`config.mk`:
```
export PLATFORM = sky130hd
export DESIGN_NAME = sei_mem_end_flat
export DESIGN_NICKNAME = d
export VERILOG_FILES = /design/src/rtl/sei_pkg.sv /design/src/rtl/sei_link_if.sv /design/src/rtl/sei_mem_end.sv /design/src/flat_wrapper.sv
export SDC_FILE = /design/constraint.sdc
export NUM_CORES = 1
export LEC_CHECK = 0
export BUFFER_PORTS_ARGS = -buffer_cell sky130_fd_sc_hd__buf_2
export CORE_ASPECT_RATIO = 0.7
export CORE_UTILIZATION = 54
export DETAILED_ROUTE_END_ITERATION = 7
export GPL_TIMING_DRIVEN = 1
export PLACE_DENSITY = 0.86
export SKIP_CTS_REPAIR_TIMING = 1
export SYNTH_ARGS = -nofsm -noshare
export SYNTH_HDL_FRONTEND = slang
export SYNTH_SLANG_ARGS = --single-unit
```
`constraint.sdc`:
```
create_clock -name CLK_SYS -period 2.5 [get_ports CLK_SYS]
set_input_delay 0.125 -clock CLK_SYS [delete_from_list [all_inputs] [get_ports CLK_SYS]]
set_output_delay 0.125 -clock CLK_SYS [all_outputs]
set_load 0.005 [all_outputs]
```
`src/rtl/sei_pkg.sv`:
```
/*
 * Shared constants and types for both ends of the serial EEPROM bus link.
 * Assumes both ends run on the same 100 MHz system clock.
 */
package sei_pkg;

	// ********************************
	// Data and array geometry
	// ********************************
	localparam int          SEI_BYTE_W      = 8;
	localparam int          SEI_BIT_CNT_W   = 3;
	localparam int          SEI_ADDR_W      = 17;
	localparam int          SEI_ARRAY_BYTES = 131072;
	localparam int          SEI_PAGES       = 512;
	localparam int          SEI_PAGE_BYTES  = 256;

	// ********************************
	// Protected region start per block-protect code
	// ********************************
	localparam logic [16:0] SEI_PROT_QUARTER = 17'h18000;
	localparam logic [16:0] SEI_PROT_HALF    = 17'h10000;
	localparam logic [16:0] SEI_PROT_WHOLE   = 17'h00000;
	localparam logic [1:0]  SEI_BP_RESET     = 2'h0;
	localparam logic [1:0]  SEI_BP_NONE      = 2'h0;
	localparam logic [1:0]  SEI_BP_QUARTER   = 2'h1;
	localparam logic [1:0]  SEI_BP_HALF      = 2'h2;

	// ********************************
	// Timing
	// ********************************
	localparam int          SEI_CLK_PERIOD_NS = 10;
	localparam int          SEI_SCK_HALF_NS   = 60;
	localparam int          SEI_SCK_HALF_CYC  = (SEI_SCK_HALF_NS + SEI_CLK_PERIOD_NS - 1)
		/ SEI_CLK_PERIOD_NS;
	localparam logic [3:0]  SEI_HALF_LAST     = 4'(SEI_SCK_HALF_CYC - 1);
	localparam logic [3:0]  SEI_PHASE_LAST    = 4'hF;

	// ********************************
	// Master sequencer states
	// ********************************
	typedef enum logic [2:0] {
		SEI_H_IDLE,
		SEI_H_LEAD,
		SEI_H_SHIFT,
		SEI_H_GAP,
		SEI_H_TRAIL
	} sei_host_state_t;

endpackage

```
`src/rtl/sei_link_if.sv`:
```
/*
 * Serial bus wires between the bus master end and the memory end.
 * Assumes a pull-up on the data output line when the memory does not drive it.
 */
interface sei_link_if;
	logic sclk;
	logic mosi;
	logic cs_n;
	logic hold_n;
	logic wp_n;
	logic q;
	logic q_oe_n;
	logic miso;

	// Released line reads high through the pull-up.
	assign miso = q_oe_n ? 1'b1 : q;

	modport mem (
		input  sclk,
		input  mosi,
		input  cs_n,
		input  hold_n,
		input  wp_n,
		output q,
		output q_oe_n
	);

	modport master (
		output sclk,
		output mosi,
		output cs_n,
		output hold_n,
		output wp_n,
		input  miso
	);
endinterface

```
`src/rtl/sei_mem_end.sv`:
```
/*
 * Memory end of the serial bus: bit assembly, read data shifting, select,
 * pause and write-protect handling, all oversampled on the system clock.
 * Assumes the serial clock is far slower than the system clock.
 */

// Summary of operation
// Output bits change on serial clock falling edges.
// Input bits captured on serial clock rising edges.
// Deselected means output released to high impedance.
// Standby when deselected and no write busy.
// Ignore traffic until first select falling edge.
// Pause suspends transfer, keeps bit position.
// Paused: output released, clock and data ignored.
// Pause entered only while selected.
// Write-protect low freezes block-protect bits.
// Master keeps write-protect stable during writes.
// Bytes sent and assembled MSB first.
// First bit on first rise after select.
// Output bytes sent MSB first.
// Read data starts at first fall after byte.
// Works in clock modes 0 and 3.
// Master parks clock at its polarity level.
// Array is 131072 bytes, 512 pages of 256.
// Master selects only one device at once.
// Pause begins when pause falls, clock low.
// Pause ends when pause rises, clock low.
// Deselect while paused resets interface state.
// Output released whenever not sending read data.
module sei_mem_end
	import sei_pkg::*;
(
	// Clock and reset
	input  wire logic                    CLK_SYS,
	input  wire logic                    RST_B,
	// Serial link
	sei_link_if.mem                      LINK,
	// Received bytes
	output logic                         RX_VALID,
	output logic [SEI_BYTE_W-1:0]        RX_DATA,
	output logic                         RX_FIRST,
	// Read data to send
	input  wire logic                    TX_EN,
	input  wire logic [SEI_BYTE_W-1:0]   TX_DATA,
	// Protection
	input  wire logic                    BP_WR,
	input  wire logic [1:0]              BP_WR_DATA,
	output logic [1:0]                   BLOCK_PROTECT,
	output logic [SEI_ADDR_W-1:0]        PROT_BASE,
	output logic                         PROT_ANY,
	// Status
	input  wire logic                    WRITE_BUSY,
	output logic                         SELECTED,
	output logic                         HOLDING,
	output logic                         STANDBY
);

	// ********************************
	// Pin synchronisers
	// ********************************
	// Bit order: wp_n, hold_n, cs_n, mosi, sclk.
	logic [4:0]                  pin_s1_r;
	logic [4:0]                  pin_s2_r;
	logic [4:0]                  pin_s3_r;

	// The chain follows the pins through reset as well. A select line that is
	// already low when reset ends then shows no false falling edge.
	always_ff @(posedge CLK_SYS) begin
		pin_s1_r <= {LINK.wp_n, LINK.hold_n, LINK.cs_n, LINK.mosi, LINK.sclk};
		pin_s2_r <= pin_s1_r;
		pin_s3_r <= pin_s2_r;
	end

	logic                        sclk_s;
	logic                        mosi_s;
	logic                        cs_n_s;
	logic                        hold_n_s;
	logic                        wp_n_s;
	logic                        sclk_rise;
	logic                        sclk_fall;
	logic                        cs_fall;
	logic                        hold_edge;

	assign sclk_s    = pin_s2_r[0];
	assign mosi_s    = pin_s2_r[1];
	assign cs_n_s    = pin_s2_r[2];
	assign hold_n_s  = pin_s2_r[3];
	assign wp_n_s    = pin_s2_r[4];
	assign sclk_rise = sclk_s & ~pin_s3_r[0];
	assign sclk_fall = ~sclk_s & pin_s3_r[0];
	assign cs_fall   = ~cs_n_s & pin_s3_r[2];
	assign hold_edge = hold_n_s ^ pin_s3_r[3];

	// ********************************
	// Serial engine
	// ********************************
	logic                        armed_r, armed_nxt;
	logic                        hold_r, hold_nxt;
	logic [SEI_BIT_CNT_W-1:0]    bit_cnt_r, bit_cnt_nxt;
	logic [SEI_BYTE_W-1:0]       rx_sh_r, rx_sh_nxt;
	logic                        first_r, first_nxt;
	logic                        byte_done_r, byte_done_nxt;
	logic                        send_r, send_nxt;
	logic [SEI_BYTE_W-1:0]       tx_sh_r, tx_sh_nxt;
	logic                        q_r, q_nxt;
	logic                        oe_r, oe_nxt;
	logic                        rx_valid_r, rx_valid_nxt;
	logic [SEI_BYTE_W-1:0]       rx_data_r, rx_data_nxt;
	logic                        rx_first_r, rx_first_nxt;
	logic                        active;

	// Clock edges count only when selected, armed and not paused.
	assign active = ~cs_n_s & armed_r & ~hold_r;

	always_comb begin
		armed_nxt     = armed_r;
		hold_nxt      = hold_r;
		bit_cnt_nxt   = bit_cnt_r;
		rx_sh_nxt     = rx_sh_r;
		first_nxt     = first_r;
		byte_done_nxt = byte_done_r;
		send_nxt      = send_r;
		tx_sh_nxt     = tx_sh_r;
		q_nxt         = q_r;
		oe_nxt        = oe_r;
		rx_valid_nxt  = 1'b0;
		rx_data_nxt   = rx_data_r;
		rx_first_nxt  = rx_first_r;
		if (cs_fall) begin
			armed_nxt = 1'b1;
		end
		if (cs_n_s) begin
			// Deselect abandons everything, paused or not.
			hold_nxt      = 1'b0;
			bit_cnt_nxt   = '0;
			first_nxt     = 1'b1;
			byte_done_nxt = 1'b0;
			send_nxt      = 1'b0;
			oe_nxt        = 1'b0;
		end else begin
			if (armed_r && ((hold_edge && !sclk_s) || sclk_fall)) begin
				hold_nxt = ~hold_n_s;
			end
			if (active && sclk_rise) begin
				rx_sh_nxt   = {rx_sh_r[SEI_BYTE_W-2:0], mosi_s};
				bit_cnt_nxt = bit_cnt_r + 3'h1;
				if (bit_cnt_r == 3'h7) begin
					rx_valid_nxt  = 1'b1;
					rx_data_nxt   = {rx_sh_r[SEI_BYTE_W-2:0], mosi_s};
					rx_first_nxt  = first_r;
					first_nxt     = 1'b0;
					byte_done_nxt = 1'b1;
				end
			end
			if (active && sclk_fall) begin
				if (byte_done_r) begin
					// Byte boundary: start or stop read data.
					byte_done_nxt = 1'b0;
					send_nxt      = TX_EN;
					q_nxt         = TX_DATA[SEI_BYTE_W-1];
					tx_sh_nxt     = {TX_DATA[SEI_BYTE_W-2:0], 1'b0};
					oe_nxt        = TX_EN;
				end else begin
					q_nxt     = tx_sh_r[SEI_BYTE_W-1];
					tx_sh_nxt = {tx_sh_r[SEI_BYTE_W-2:0], 1'b0};
					oe_nxt    = send_r;
				end
			end
		end
	end

	always_ff @(posedge CLK_SYS) begin
		if (!RST_B) begin
			armed_r     <= 1'b0;
			hold_r      <= 1'b0;
			bit_cnt_r   <= '0;
			rx_sh_r     <= '0;
			first_r     <= 1'b1;
			byte_done_r <= 1'b0;
			send_r      <= 1'b0;
			tx_sh_r     <= '0;
			q_r         <= 1'b0;
			oe_r        <= 1'b0;
			rx_valid_r  <= 1'b0;
			rx_data_r   <= '0;
			rx_first_r  <= 1'b0;
		end else begin
			armed_r     <= armed_nxt;
			hold_r      <= hold_nxt;
			bit_cnt_r   <= bit_cnt_nxt;
			rx_sh_r     <= rx_sh_nxt;
			first_r     <= first_nxt;
			byte_done_r <= byte_done_nxt;
			send_r      <= send_nxt;
			tx_sh_r     <= tx_sh_nxt;
			q_r         <= q_nxt;
			oe_r        <= oe_nxt;
			rx_valid_r  <= rx_valid_nxt;
			rx_data_r   <= rx_data_nxt;
			rx_first_r  <= rx_first_nxt;
		end
	end

	// ********************************
	// Block protection
	// ********************************
	logic [1:0]                  bp_r, bp_nxt;

	always_comb begin
		bp_nxt = bp_r;
		if (BP_WR && wp_n_s) begin
			bp_nxt = BP_WR_DATA;
		end
	end

	always_ff @(posedge CLK_SYS) begin
		if (!RST_B) begin
			bp_r <= SEI_BP_RESET;
		end else begin
			bp_r <= bp_nxt;
		end
	end

	always_comb begin
		unique case (bp_r)
			SEI_BP_QUARTER: PROT_BASE = SEI_PROT_QUARTER;
			SEI_BP_HALF:    PROT_BASE = SEI_PROT_HALF;
			default:        PROT_BASE = SEI_PROT_WHOLE;
		endcase
	end

	// ********************************
	// Outputs
	// ********************************
	assign LINK.q        = q_r;
	assign LINK.q_oe_n   = ~(oe_r & ~hold_r & ~cs_n_s);
	assign RX_VALID      = rx_valid_r;
	assign RX_DATA       = rx_data_r;
	assign RX_FIRST      = rx_first_r;
	assign BLOCK_PROTECT = bp_r;
	assign PROT_ANY      = (bp_r != SEI_BP_NONE);
	assign SELECTED      = ~cs_n_s & armed_r;
	assign HOLDING       = hold_r;
	assign STANDBY       = cs_n_s & ~WRITE_BUSY;

endmodule

```
`src/flat_wrapper.sv`:
```
// flat-port wrapper written by rule: the top's interface ports become plain ports
module sei_mem_end_flat import sei_pkg::*;
  (CLK_SYS, RST_B, RX_VALID, RX_DATA, RX_FIRST, TX_EN, TX_DATA, BP_WR, BP_WR_DATA, BLOCK_PROTECT, PROT_BASE, PROT_ANY, WRITE_BUSY, SELECTED, HOLDING, STANDBY, LINK_sclk, LINK_mosi, LINK_cs_n, LINK_hold_n, LINK_wp_n, LINK_q, LINK_q_oe_n);
  sei_link_if LINK_i ();
  input  wire logic CLK_SYS;
  input  wire logic RST_B;
  output logic RX_VALID;
  output logic [SEI_BYTE_W-1:0] RX_DATA;
  output logic RX_FIRST;
  input  wire logic TX_EN;
  input  wire logic [SEI_BYTE_W-1:0] TX_DATA;
  input  wire logic BP_WR;
  input  wire logic [1:0] BP_WR_DATA;
  output logic [1:0] BLOCK_PROTECT;
  output logic [SEI_ADDR_W-1:0] PROT_BASE;
  output logic PROT_ANY;
  input  wire logic WRITE_BUSY;
  output logic SELECTED;
  output logic HOLDING;
  output logic STANDBY;
  input wire logic [$bits(LINK_i.sclk)-1:0] LINK_sclk;
  input wire logic [$bits(LINK_i.mosi)-1:0] LINK_mosi;
  input wire logic [$bits(LINK_i.cs_n)-1:0] LINK_cs_n;
  input wire logic [$bits(LINK_i.hold_n)-1:0] LINK_hold_n;
  input wire logic [$bits(LINK_i.wp_n)-1:0] LINK_wp_n;
  output wire logic [$bits(LINK_i.q)-1:0] LINK_q;
  output wire logic [$bits(LINK_i.q_oe_n)-1:0] LINK_q_oe_n;
  assign LINK_i.sclk = LINK_sclk;
  assign LINK_i.mosi = LINK_mosi;
  assign LINK_i.cs_n = LINK_cs_n;
  assign LINK_i.hold_n = LINK_hold_n;
  assign LINK_i.wp_n = LINK_wp_n;
  assign LINK_q = LINK_i.q;
  assign LINK_q_oe_n = LINK_i.q_oe_n;
  sei_mem_end u_core (.CLK_SYS(CLK_SYS), .RST_B(RST_B), .LINK(LINK_i), .RX_VALID(RX_VALID), .RX_DATA(RX_DATA), .RX_FIRST(RX_FIRST), .TX_EN(TX_EN), .TX_DATA(TX_DATA), .BP_WR(BP_WR), .BP_WR_DATA(BP_WR_DATA), .BLOCK_PROTECT(BLOCK_PROTECT), .PROT_BASE(PROT_BASE), .PROT_ANY(PROT_ANY), .WRITE_BUSY(WRITE_BUSY), .SELECTED(SELECTED), .HOLDING(HOLDING), .STANDBY(STANDBY));
endmodule
```
==> results.txt, run 1 <==
clk buf depth = 2
Rows = 17
fillers = 264
GRT Total Usage = 0.205
Mapped Area = 1880 um^2
Worst Clk Skew = 0.00519 ns
initial drt markers = 102
Cells after Synth = 186
Clk Latency, worst-skew pair = 0.30 ns
Initial Utilization = 0.582
Critical Path End = u_core.RX_DATA[5]
share of the synthesized area in the top cell type = 0.511
Final Hold Fails = 0
Total Nets Final = 254
Tmin final = 1.71 ns
Critical Path RT = 2.72 ns
CTS tree = yes
grt total ovfl = 0
Syn Area/Cell = 10.1 um^2
r2r startpoint = u_core.armed_r
first-pass GRT wire length = 5620 um
via density per instance = 4.80
vias in the first global route = 1263
setup TNS = 0 ns
WL/cell = 11.9 um
mux share of post-synthesis cell area = 0.133
Cell variety after synth = 29
Crit path depth = 3
unrepaired setup endpoints after global routing = no
power density cells = 640 nW/um^2
TritonCTS Buffers = 5
period utilization = 0.685
main combinational cell family by area after synthesis = simple AND/OR/NAND/NOR gates
htree depth = 2
Pwr Total = 1.42 mW
chip width = 72.6 um
Adder-Cell Fraction of Synth Area = 0.0266
R2R Path End = u_core.RX_DATA[5]
drt total wl = 3310 um
Synth Register Bits = 48
post-DP HPWL = 2220 um
Post-Synth XOR/XNOR Area = 0
Die Area = 3730 um^2
FF-to-FF setup slack = 0.79 ns
worst-path maximum fanout = 11
DR DRC count = 0
IO Port Bufs = 39
synth-to-layout area growth = 17.4%
Synth Area in Compound Gates = 0.0824
pin count of the biggest net entering global routing = 34
Crit. End Element = flip-flop
Crit Path Category = reg2reg
I/O pins = 55
TritonRoute pass-1 iters = 4
top_reg_cell synth = dfxtp_1
CP Launch Type = flip-flop
asr flop ratio synth = 0
Max transition margin = 0.551
antenna violations before repair = 0
Max stage delay cell, worst path = nor2_2
core area = 3230 um^2
final max-slew violation count = 0
Max-cap violations = 0
clock root cell = clkbuf_8
number of routed nets with antenna violations = 0
gpl congestion = 0.775
worst vdd ir = 0.393 mV
vias = 1334
yosys warns = 0
worst path cell trace = or3b_4 -> nor2_2 -> mux2i_1
diode count = 0
Chip Height = 51.4 um
slew at the pin closest to its max-slew limit = 0.672 ns
share of cells above drive strength 1 = 0.221
register area share after synthesis = 0.511
Crit path buffers/inverters = 0
Crit path largest cell delay = 0.56 ns
status = finished, final reports clean
Largest delay share family, worst path = simple AND/OR/NAND/NOR gates
top post-synthesis cells by area = dfxtp_1 51%, mux2i_1 13%, buf_4 6.4%
Final Setup Violations = 0
clk sink count = 48
EDFF count, synth = 0
largest area contributor in the netlist = dfxtp_1
CTS clk-pin slew, worst paths = 0.08 ns
Crit. Startpoint = u_core.armed_r
R2R depth = 3
Post-Synth Simple-Gate Area = 0.155
worst min path class = in2reg
maximum clock rate = 584 MHz
Arrival @ worst endpoint = 1.94 ns
Leak = 1.05 nW
[final cells by class]
type	count	area (um^2)	area share
Sequential cell	48	961	0.435
Multi-Input combinational cell	124	803	0.364
Timing Repair Buffer	46	260	0.118
Clock buffer	6	72.6	0.0328
Tap cell	47	58.8	0.0266
Clock inverter	2	35.0	0.0159
Inverter	5	18.8	0.00849
[worst min path at each step]
stage | from | to | slack [ns] | cells past startpoint
5_1_grt | TX_EN | u_core.send_r | 0.06 | 3
3_5_place_dp | LINK_hold_n | u_core.pin_s1_r[3] | 0.23 | 1
3_3_place_gp | LINK_hold_n | u_core.pin_s1_r[3] | 0.23 | 1
4_1_cts | LINK_mosi | u_core.pin_s1_r[1] | -0.09 | 1
6_report | TX_EN | u_core.send_r | 0.07 | 3
2_1_floorplan | LINK_sclk | u_core.pin_s1_r[0] | 0.15 | 0
[stage by stage]
stage / worst slack (ns) / cells / util / hold slack, ns / instance area [um^2]
floorplan: 1.18 / 200 / - / 0.153 / 1930
global placement: 0.875 / 265 / 0.635 / 0.228 / 2050
detailed placement: 0.826 / 265 / 0.635 / 0.229 / 2050
CTS: 0.802 / 273 / 0.668 / -0.0925 / 2160
global route: 0.673 / 278 / 0.683 / 0.0588 / 2210
finish: 0.786 / 278 / 0.683 / 0.0655 / 2210
[synth_stat cells, types with 2 or more instances]
master    number
o21ai_0        5
nor2_1         2
buf_2          4
buf_4         16
dfxtp_1       48
clkbuf_1       3
a21boi_0       2
ha_1           4
nand2b_1       2
nor2b_1        6
a21oi_1        4
nand2_1       26
and2_1         2
o211a_1        7
inv_1          5
mux2i_1       25
nand3_1       13
[worst register-to-register path: cells and delay by family, from the launching register on]
kind          cells  cell delay (ns)
simple gates      2             0.98
flops             1             0.37
mux               1             0.28
[sequential cells by signal (all words and copies together), names as in the netlist]
register / count
u_core.RX_DATA: 8
u_core.rx_sh_r: 7
u_core.tx_sh_r: 7
u_core.pin_s1_r: 5
u_core.pin_s2_r: 5
u_core.bit_cnt_r: 3
u_core.pin_s3_r: 3
u_core.BLOCK_PROTECT: 2
u_core.HOLDING: 1
u_core.LINK.q: 1
u_core.RX_FIRST: 1
u_core.RX_VALID: 1
u_core.armed_r: 1
u_core.byte_done_r: 1
u_core.first_r: 1
u_core.send_r: 1
[power breakdown]
part	internal [mW]	leakage, nW	switching (mW)	total [mW]
Sequential	0.780	0.392	0.0105	0.791
Clock	0.297	0.0552	0.252	0.548
Combinational	0.0362	0.604	0.0397	0.0760
Total	1.11	1.05	0.302	1.42
[layer usage]
layer,vias to the layer above,track usage,routed length [um]
li1,683,-,-
met1,611,0.248,1620
met2,34,0.316,1430
met3,6,0.0809,210
met4,0,0.101,44
met5,-,0,0
[placed cells by master (no fill, tap or decap), types with 2 or more instances in the layout]
| cell | netlist | layout |
|---|---|---|
| dfxtp_1 | 48 | 48 |
| a21oi_1 | 4 | 4 |
| and2_1 | 2 | 2 |
| buf_4 | 16 | 2 |
| buf_2 | 4 | 39 |
| dlygate4sd3_1 | 0 | 5 |
| inv_1 | 5 | 5 |
| nand2b_1 | 2 | 2 |
| conb_1 | 1 | 15 |
| o211a_1 | 7 | 7 |
| nand2_1 | 26 | 26 |
| mux2i_1 | 25 | 25 |
| ha_1 | 4 | 4 |
| nor2b_1 | 6 | 6 |
| nand3_1 | 13 | 13 |
| o21ai_0 | 5 | 5 |
| nor2_1 | 2 | 2 |
| clkbuf_8 | 0 | 5 |
| a21boi_0 | 2 | 2 |
[cell families (layout without fill, tap and decap cells)]
group           Yosys count  count (layout)
compound gates           21              21
fa+ha+maj                 4               4
buf+inv                  28              59
flops                    48              48
mux                      25              25
other cells               1              15
simple gates             59              59
(Power assumes the default switching activity.)
==> inputs of run 2 (changes only) <==
- CORE_UTILIZATION: 54 -> 50
- PLACE_DENSITY: 0.86 -> 0.81
- clock period: 2.5 -> 1.75 ns (I/O delays scaled with it)
==> results.txt, run 2 (synthesis gave the netlist of run 1 again) <==
number of routed nets with antenna violations = 0
initial drt markers = 67
Crit. End Element = flip-flop
Final Hold Fails = 0
setup TNS = 0 ns
drt total wl = 3040 um
chip width = 75.3 um
share of cells above drive strength 1 = 0.232
Worst Clk Skew = 0.00293 ns
Worst Hold Launch = TX_EN
Critical Path RT = 1.97 ns
commonest non-fill, non-tap cell in the layout = dfxtp_1
vias in the first global route = 1079
most frequent cells in the layout = 48 x dfxtp_1, 39 x buf_2, 26 x nand2_1, 25 x mux2i_1, 15 x conb_1
Crit. Startpoint = u_core.armed_r
CTS clk-pin slew, worst paths = 0.08 ns
worst-path maximum fanout = 11
period utilization = 0.798
Crit Path Category = reg2reg
status = finished, final reports clean
vias = 1316
htree depth = 2
via density per instance = 4.65
Clk Latency, worst-skew pair = 0.29 ns
Crit path largest cell delay = 0.42 ns
Largest delay share family, worst path = simple AND/OR/NAND/NOR gates
clock root cell = clkbuf_8
max FFs per register = 8
core area = 3560 um^2
power density cells = 855 nW/um^2
TritonRoute pass-1 iters = 4
TritonCTS Buffers = 5
clk sink count = 48
Initial Utilization = 0.529
I/O pins = 55
grt total ovfl = 0
Die Area = 4020 um^2
final max-slew violation count = 0
IO Port Bufs = 39
GRT Total Usage = 0.159
Tmin final = 1.40 ns
placed instance area = 2070 um^2
antenna violations before repair = 0
Crit path buffers/inverters = 1
Non-Filler Instances = 283
Max transition margin = 0.659
Leak = 1.06 nW
Final Setup Violations = 0
slew at the pin closest to its max-slew limit = 0.510 ns
synth-to-layout area growth = 17.6%
first-pass GRT wire length = 4730 um
clk buf depth = 2
Rows = 18
Max-cap violations = 0
gpl congestion = 0.814
Arrival @ worst endpoint = 1.61 ns
Total Nets Final = 256
Inst Count DP = 270
Max stage delay cell, worst path = or3b_4
worst vdd ir = 0.502 mV
DR DRC count = 0
worst path cell trace = or3b_4 -> nor2_2 -> buf_4 -> mux2i_1
maximum clock rate = 716 MHz
post-DP HPWL = 2120 um
r2r startpoint = u_core.armed_r
diode count = 0
Design Area, Final = 2210 um^2
CP Launch Type = flip-flop
pin count of the biggest net entering global routing = 21
worst min path class = in2reg
WL/cell = 10.7 um
Chip Height = 53.3 um
CTS tree = yes
unrepaired setup endpoints after global routing = no
-- run 2: worst paths after layout --
kind / slack, ns / end / depth (start not counted)
worst max-delay path: 0.35 / u_core.RX_FIRST / 4
worst min-delay path: 0.04 / u_core.send_r / 3
worst max register to register: 0.35 / u_core.RX_FIRST / 4
worst min register to register: 0.33 / u_core.pin_s2_r[4] / 0
-- run 2: layer usage --
layer	up-vias	wire [um]	global-route usage
met3	2	190	0.0552
li1	688	-	-
met5	-	0	0
met1	588	1540	0.220
met2	38	1300	0.237
met4	0	7	0.0370
-- run 2: final cells by class --
type	count	area, um^2
well taps	50	62.6
multi-input cells	124	803
clock inverters	2	10.0
repair buffers	48	275
fillers	320	1350
inverters	5	18.8
flip-flops and latches	48	961
clock buffers	6	82.6
-- run 2: where the power goes --
part	switching, mW	leakage (nW)	internal [mW]
clock	0.337	0.0510	0.315
sequential	0.0146	0.392	1.11
combinational	0.0566	0.614	0.0533
-- run 2: stage by stage --
step	power, mW	hold slack [ns]	utilization	setup WS, ns
after global placement	1.25	0.190	0.582	0.388
after CTS	1.90	-0.114	0.608	0.344
after global routing	1.98	0.0553	0.622	0.239
after floorplan	1.23	0.115	-	0.429
after detailed placement	1.26	0.192	0.582	0.377
final	1.89	0.0372	0.622	0.353
-- run 2: worst register-to-register path: stages (launching register included) --
cell and delay (ns):
dfxtp_1 0.37, or3b_4 0.42, nor2_2 0.11, buf_4 0.21, mux2i_1 0.21
==> inputs of run 3 (changes only) <==
- ABC_AREA: default -> 1
- CORE_UTILIZATION: 50 -> 51
- clock period: 1.75 -> 1.4 ns (I/O delays scaled with it)
==> results.txt, run 3 <==
R2R depth = 6
asr flop ratio synth = 0
FF-to-FF setup slack = 0.12 ns
vias in the first global route = 1433
fillers = 338
Post-synth top cells = 58 x nand2_1, 48 x dfxtp_1, 48 x nor2_1, 44 x inv_1, 16 x buf_4
Net Sw Frac = 0.227
EDFF count, synth = 0
max FFs per register = 8
period utilization = 0.917
worst path cell trace = inv_2 -> nand3_1 -> nor2_2 -> buf_4 -> o21ai_0 -> nor2_1
Rows = 18
Cell variety after synth = 20
Clk Latency, worst-skew pair = 0.31 ns
Critical Path RT = 1.65 ns
power density cells = 1030 nW/um^2
clk sink count = 48
Critical Path End = u_core.rx_sh_r[5]
CTS clk-pin slew, worst paths = 0.08 ns
synth-to-layout area growth = 17.5%
I/O pins = 55
CP Launch Type = flip-flop
setup TNS = 0 ns
worst min path class = in2reg
first-pass GRT wire length = 6070 um
Final Hold Fails = 0
Reg power frac = 0.585
Core Util, Final = 0.646
Largest delay share family, worst path = simple AND/OR/NAND/NOR gates
clock power share = 0.347
Final Setup Violations = 0
Initial Utilization = 0.550
Worst Clk Skew = 0.00758 ns
maximum clock rate = 779 MHz
largest area contributor in the netlist = dfxtp_1
Crit path buffers/inverters = 2
Max stage delay cell, worst path = dfxtp_1
core area = 3630 um^2
grt total ovfl = 0
Synth Register Bits = 48
WL/cell = 9.95 um
Arrival @ worst endpoint = 1.54 ns
via density per instance = 4.50
register area share after synthesis = 0.482
share of cells above drive strength 1 = 0.183
chip width = 76.7 um
most frequent cells in the layout = 58 x nand2_1, 48 x nor2_1, 48 x dfxtp_1, 44 x inv_1, 39 x buf_2
Die Area = 4170 um^2
fraction of power consumed by combinational cells = 0.068
vias = 1674
number of routed nets with antenna violations = 0
share of the synthesized area in the top cell type = 0.482
yosys warns = 0
post-DP HPWL = 2610 um
commonest non-fill, non-tap cell in the layout = nand2_1
Mapped Area = 1990 um^2
initial drt markers = 83
status = finished, final reports clean
DR top layer = met4
DR DRC count = 0
R2R Path End = u_core.rx_sh_r[5]
Inst Count DP = 359
Leak = 1.25 nW
WL met2 = 1610 um
unrepaired setup endpoints after global routing = no
clock root cell = clkbuf_8
Crit path depth = 6
top-count cell post-synth = nand2_1
worst hold slack = 0.0421 ns
gpl congestion = 0.741
diode count = 0
antenna violations before repair = 0
Pint = 1.87 mW
Non-Filler Instances = 372
Crit Path Category = reg2reg
Tmin final = 1.28 ns
top_reg_cell synth = dfxtp_1
CTS tree = yes
wl on met1 = 1840 um
r2r startpoint = u_core.pin_s2_r[2]
setup slack at placement = 0.110 ns
worst vdd ir = 0.813 mV
GRT Total Usage = 0.193
IO Port Bufs = 39
Chip Height = 54.3 um
post-route setup slack = 0.116 ns
TritonCTS Buffers = 5
TritonRoute pass-1 iters = 4
Crit path largest cell delay = 0.34 ns
Cells after Synth = 272
htree depth = 2
top post-synthesis cells by area = dfxtp_1 48%, nand2_1 11%, nor2_1 9.0%
Max-cap violations = 0
Crit. Startpoint = u_core.pin_s2_r[2]
Syn Area/Cell = 7.33 um^2
Sw Pwr = 550 uW
pin count of the biggest net entering global routing = 26
worst-path maximum fanout = 7
Total Nets Final = 345
clk buf depth = 2
DR WL met3 = 180 um
drt total wl = 3700 um
Crit. End Element = flip-flop
final max-slew violation count = 0
run 3: cell count changes in the layout (fill, tap and decap cells not counted), moves of 9 or more:
cell / before / now
nand3_1: 13 / 4
inv_1: 5 / 44
nand4_1: 0 / 10
o21ai_0: 5 / 15
mux2i_1: 25 / 0
nand2_1: 26 / 58
nor2_1: 2 / 48
run 3: worst min-delay path by stage:
| stage | depth (start not counted) | end | start |
|---|---|---|---|
| after detailed placement | 1 | u_core.pin_s1_r[1] | LINK_mosi |
| final | 3 | u_core.BLOCK_PROTECT[0] | BP_WR_DATA[0] |
| after global routing | 3 | u_core.BLOCK_PROTECT[1] | BP_WR_DATA[1] |
| after CTS | 1 | u_core.pin_s1_r[1] | LINK_mosi |
| after floorplan | 0 | u_core.pin_s1_r[0] | LINK_sclk |
| after global placement | 1 | u_core.pin_s1_r[1] | LINK_mosi |
run 3: worst reg2reg max path: cells and delay by family, from the launching register on:
family / cells / cell delay, ns
AND/OR/NAND/NOR: 3 / 0.49
flip-flops: 1 / 0.34
buffers and inverters: 2 / 0.31
AO/OA/AOI/OAI: 1 / 0.10
run 3: stage by stage:
step	power, mW	instance area (um^2)
after CTS	2.43	2280
after global placement	1.60	2190
final	2.42	2340
after floorplan	1.56	2050
after global routing	2.52	2340
after detailed placement	1.60	2190
run 3: final cells by class:
| cell class | count | area, um^2 | share of cell area |
|---|---|---|---|
| timing repair buffer | 50 | 290 | 0.124 |
| inverter | 47 | 176 | 0.0753 |
| clock buffer | 8 | 90.1 | 0.0385 |
| multi-input combinational | 169 | 762 | 0.325 |
| sequential | 48 | 961 | 0.410 |
| tap | 50 | 62.6 | 0.0267 |
run 3: cell families (layout without fill, tap and decap cells):
group                      after synthesis  count (layout)  synth area share
and+or+nand+nor                        125             125             0.261
buffers and inverters                   69             105             0.166
adders and majority gates                4               4            0.0251
AOI/OAI and AO/OA                       25              25            0.0640
DFF                                     48              48             0.482
other                                    1              15           0.00188
run 3: per-layer routing:
layer  up-vias  GRT usage
met1       742      0.230
met4         0      0.106
met3         8     0.0517
met2        36      0.329
met5         -          0
li1        888          -
run 3: power by group through the flow:
stage               Clock [mW]  Sequential [mW]  Combinational, mW
global placement             0             1.45              0.147
finish                   0.840             1.42              0.165
CTS                      0.863             1.42              0.153
global route             0.914             1.42              0.187
floorplan                    0             1.45              0.118
detailed placement           0             1.45              0.152
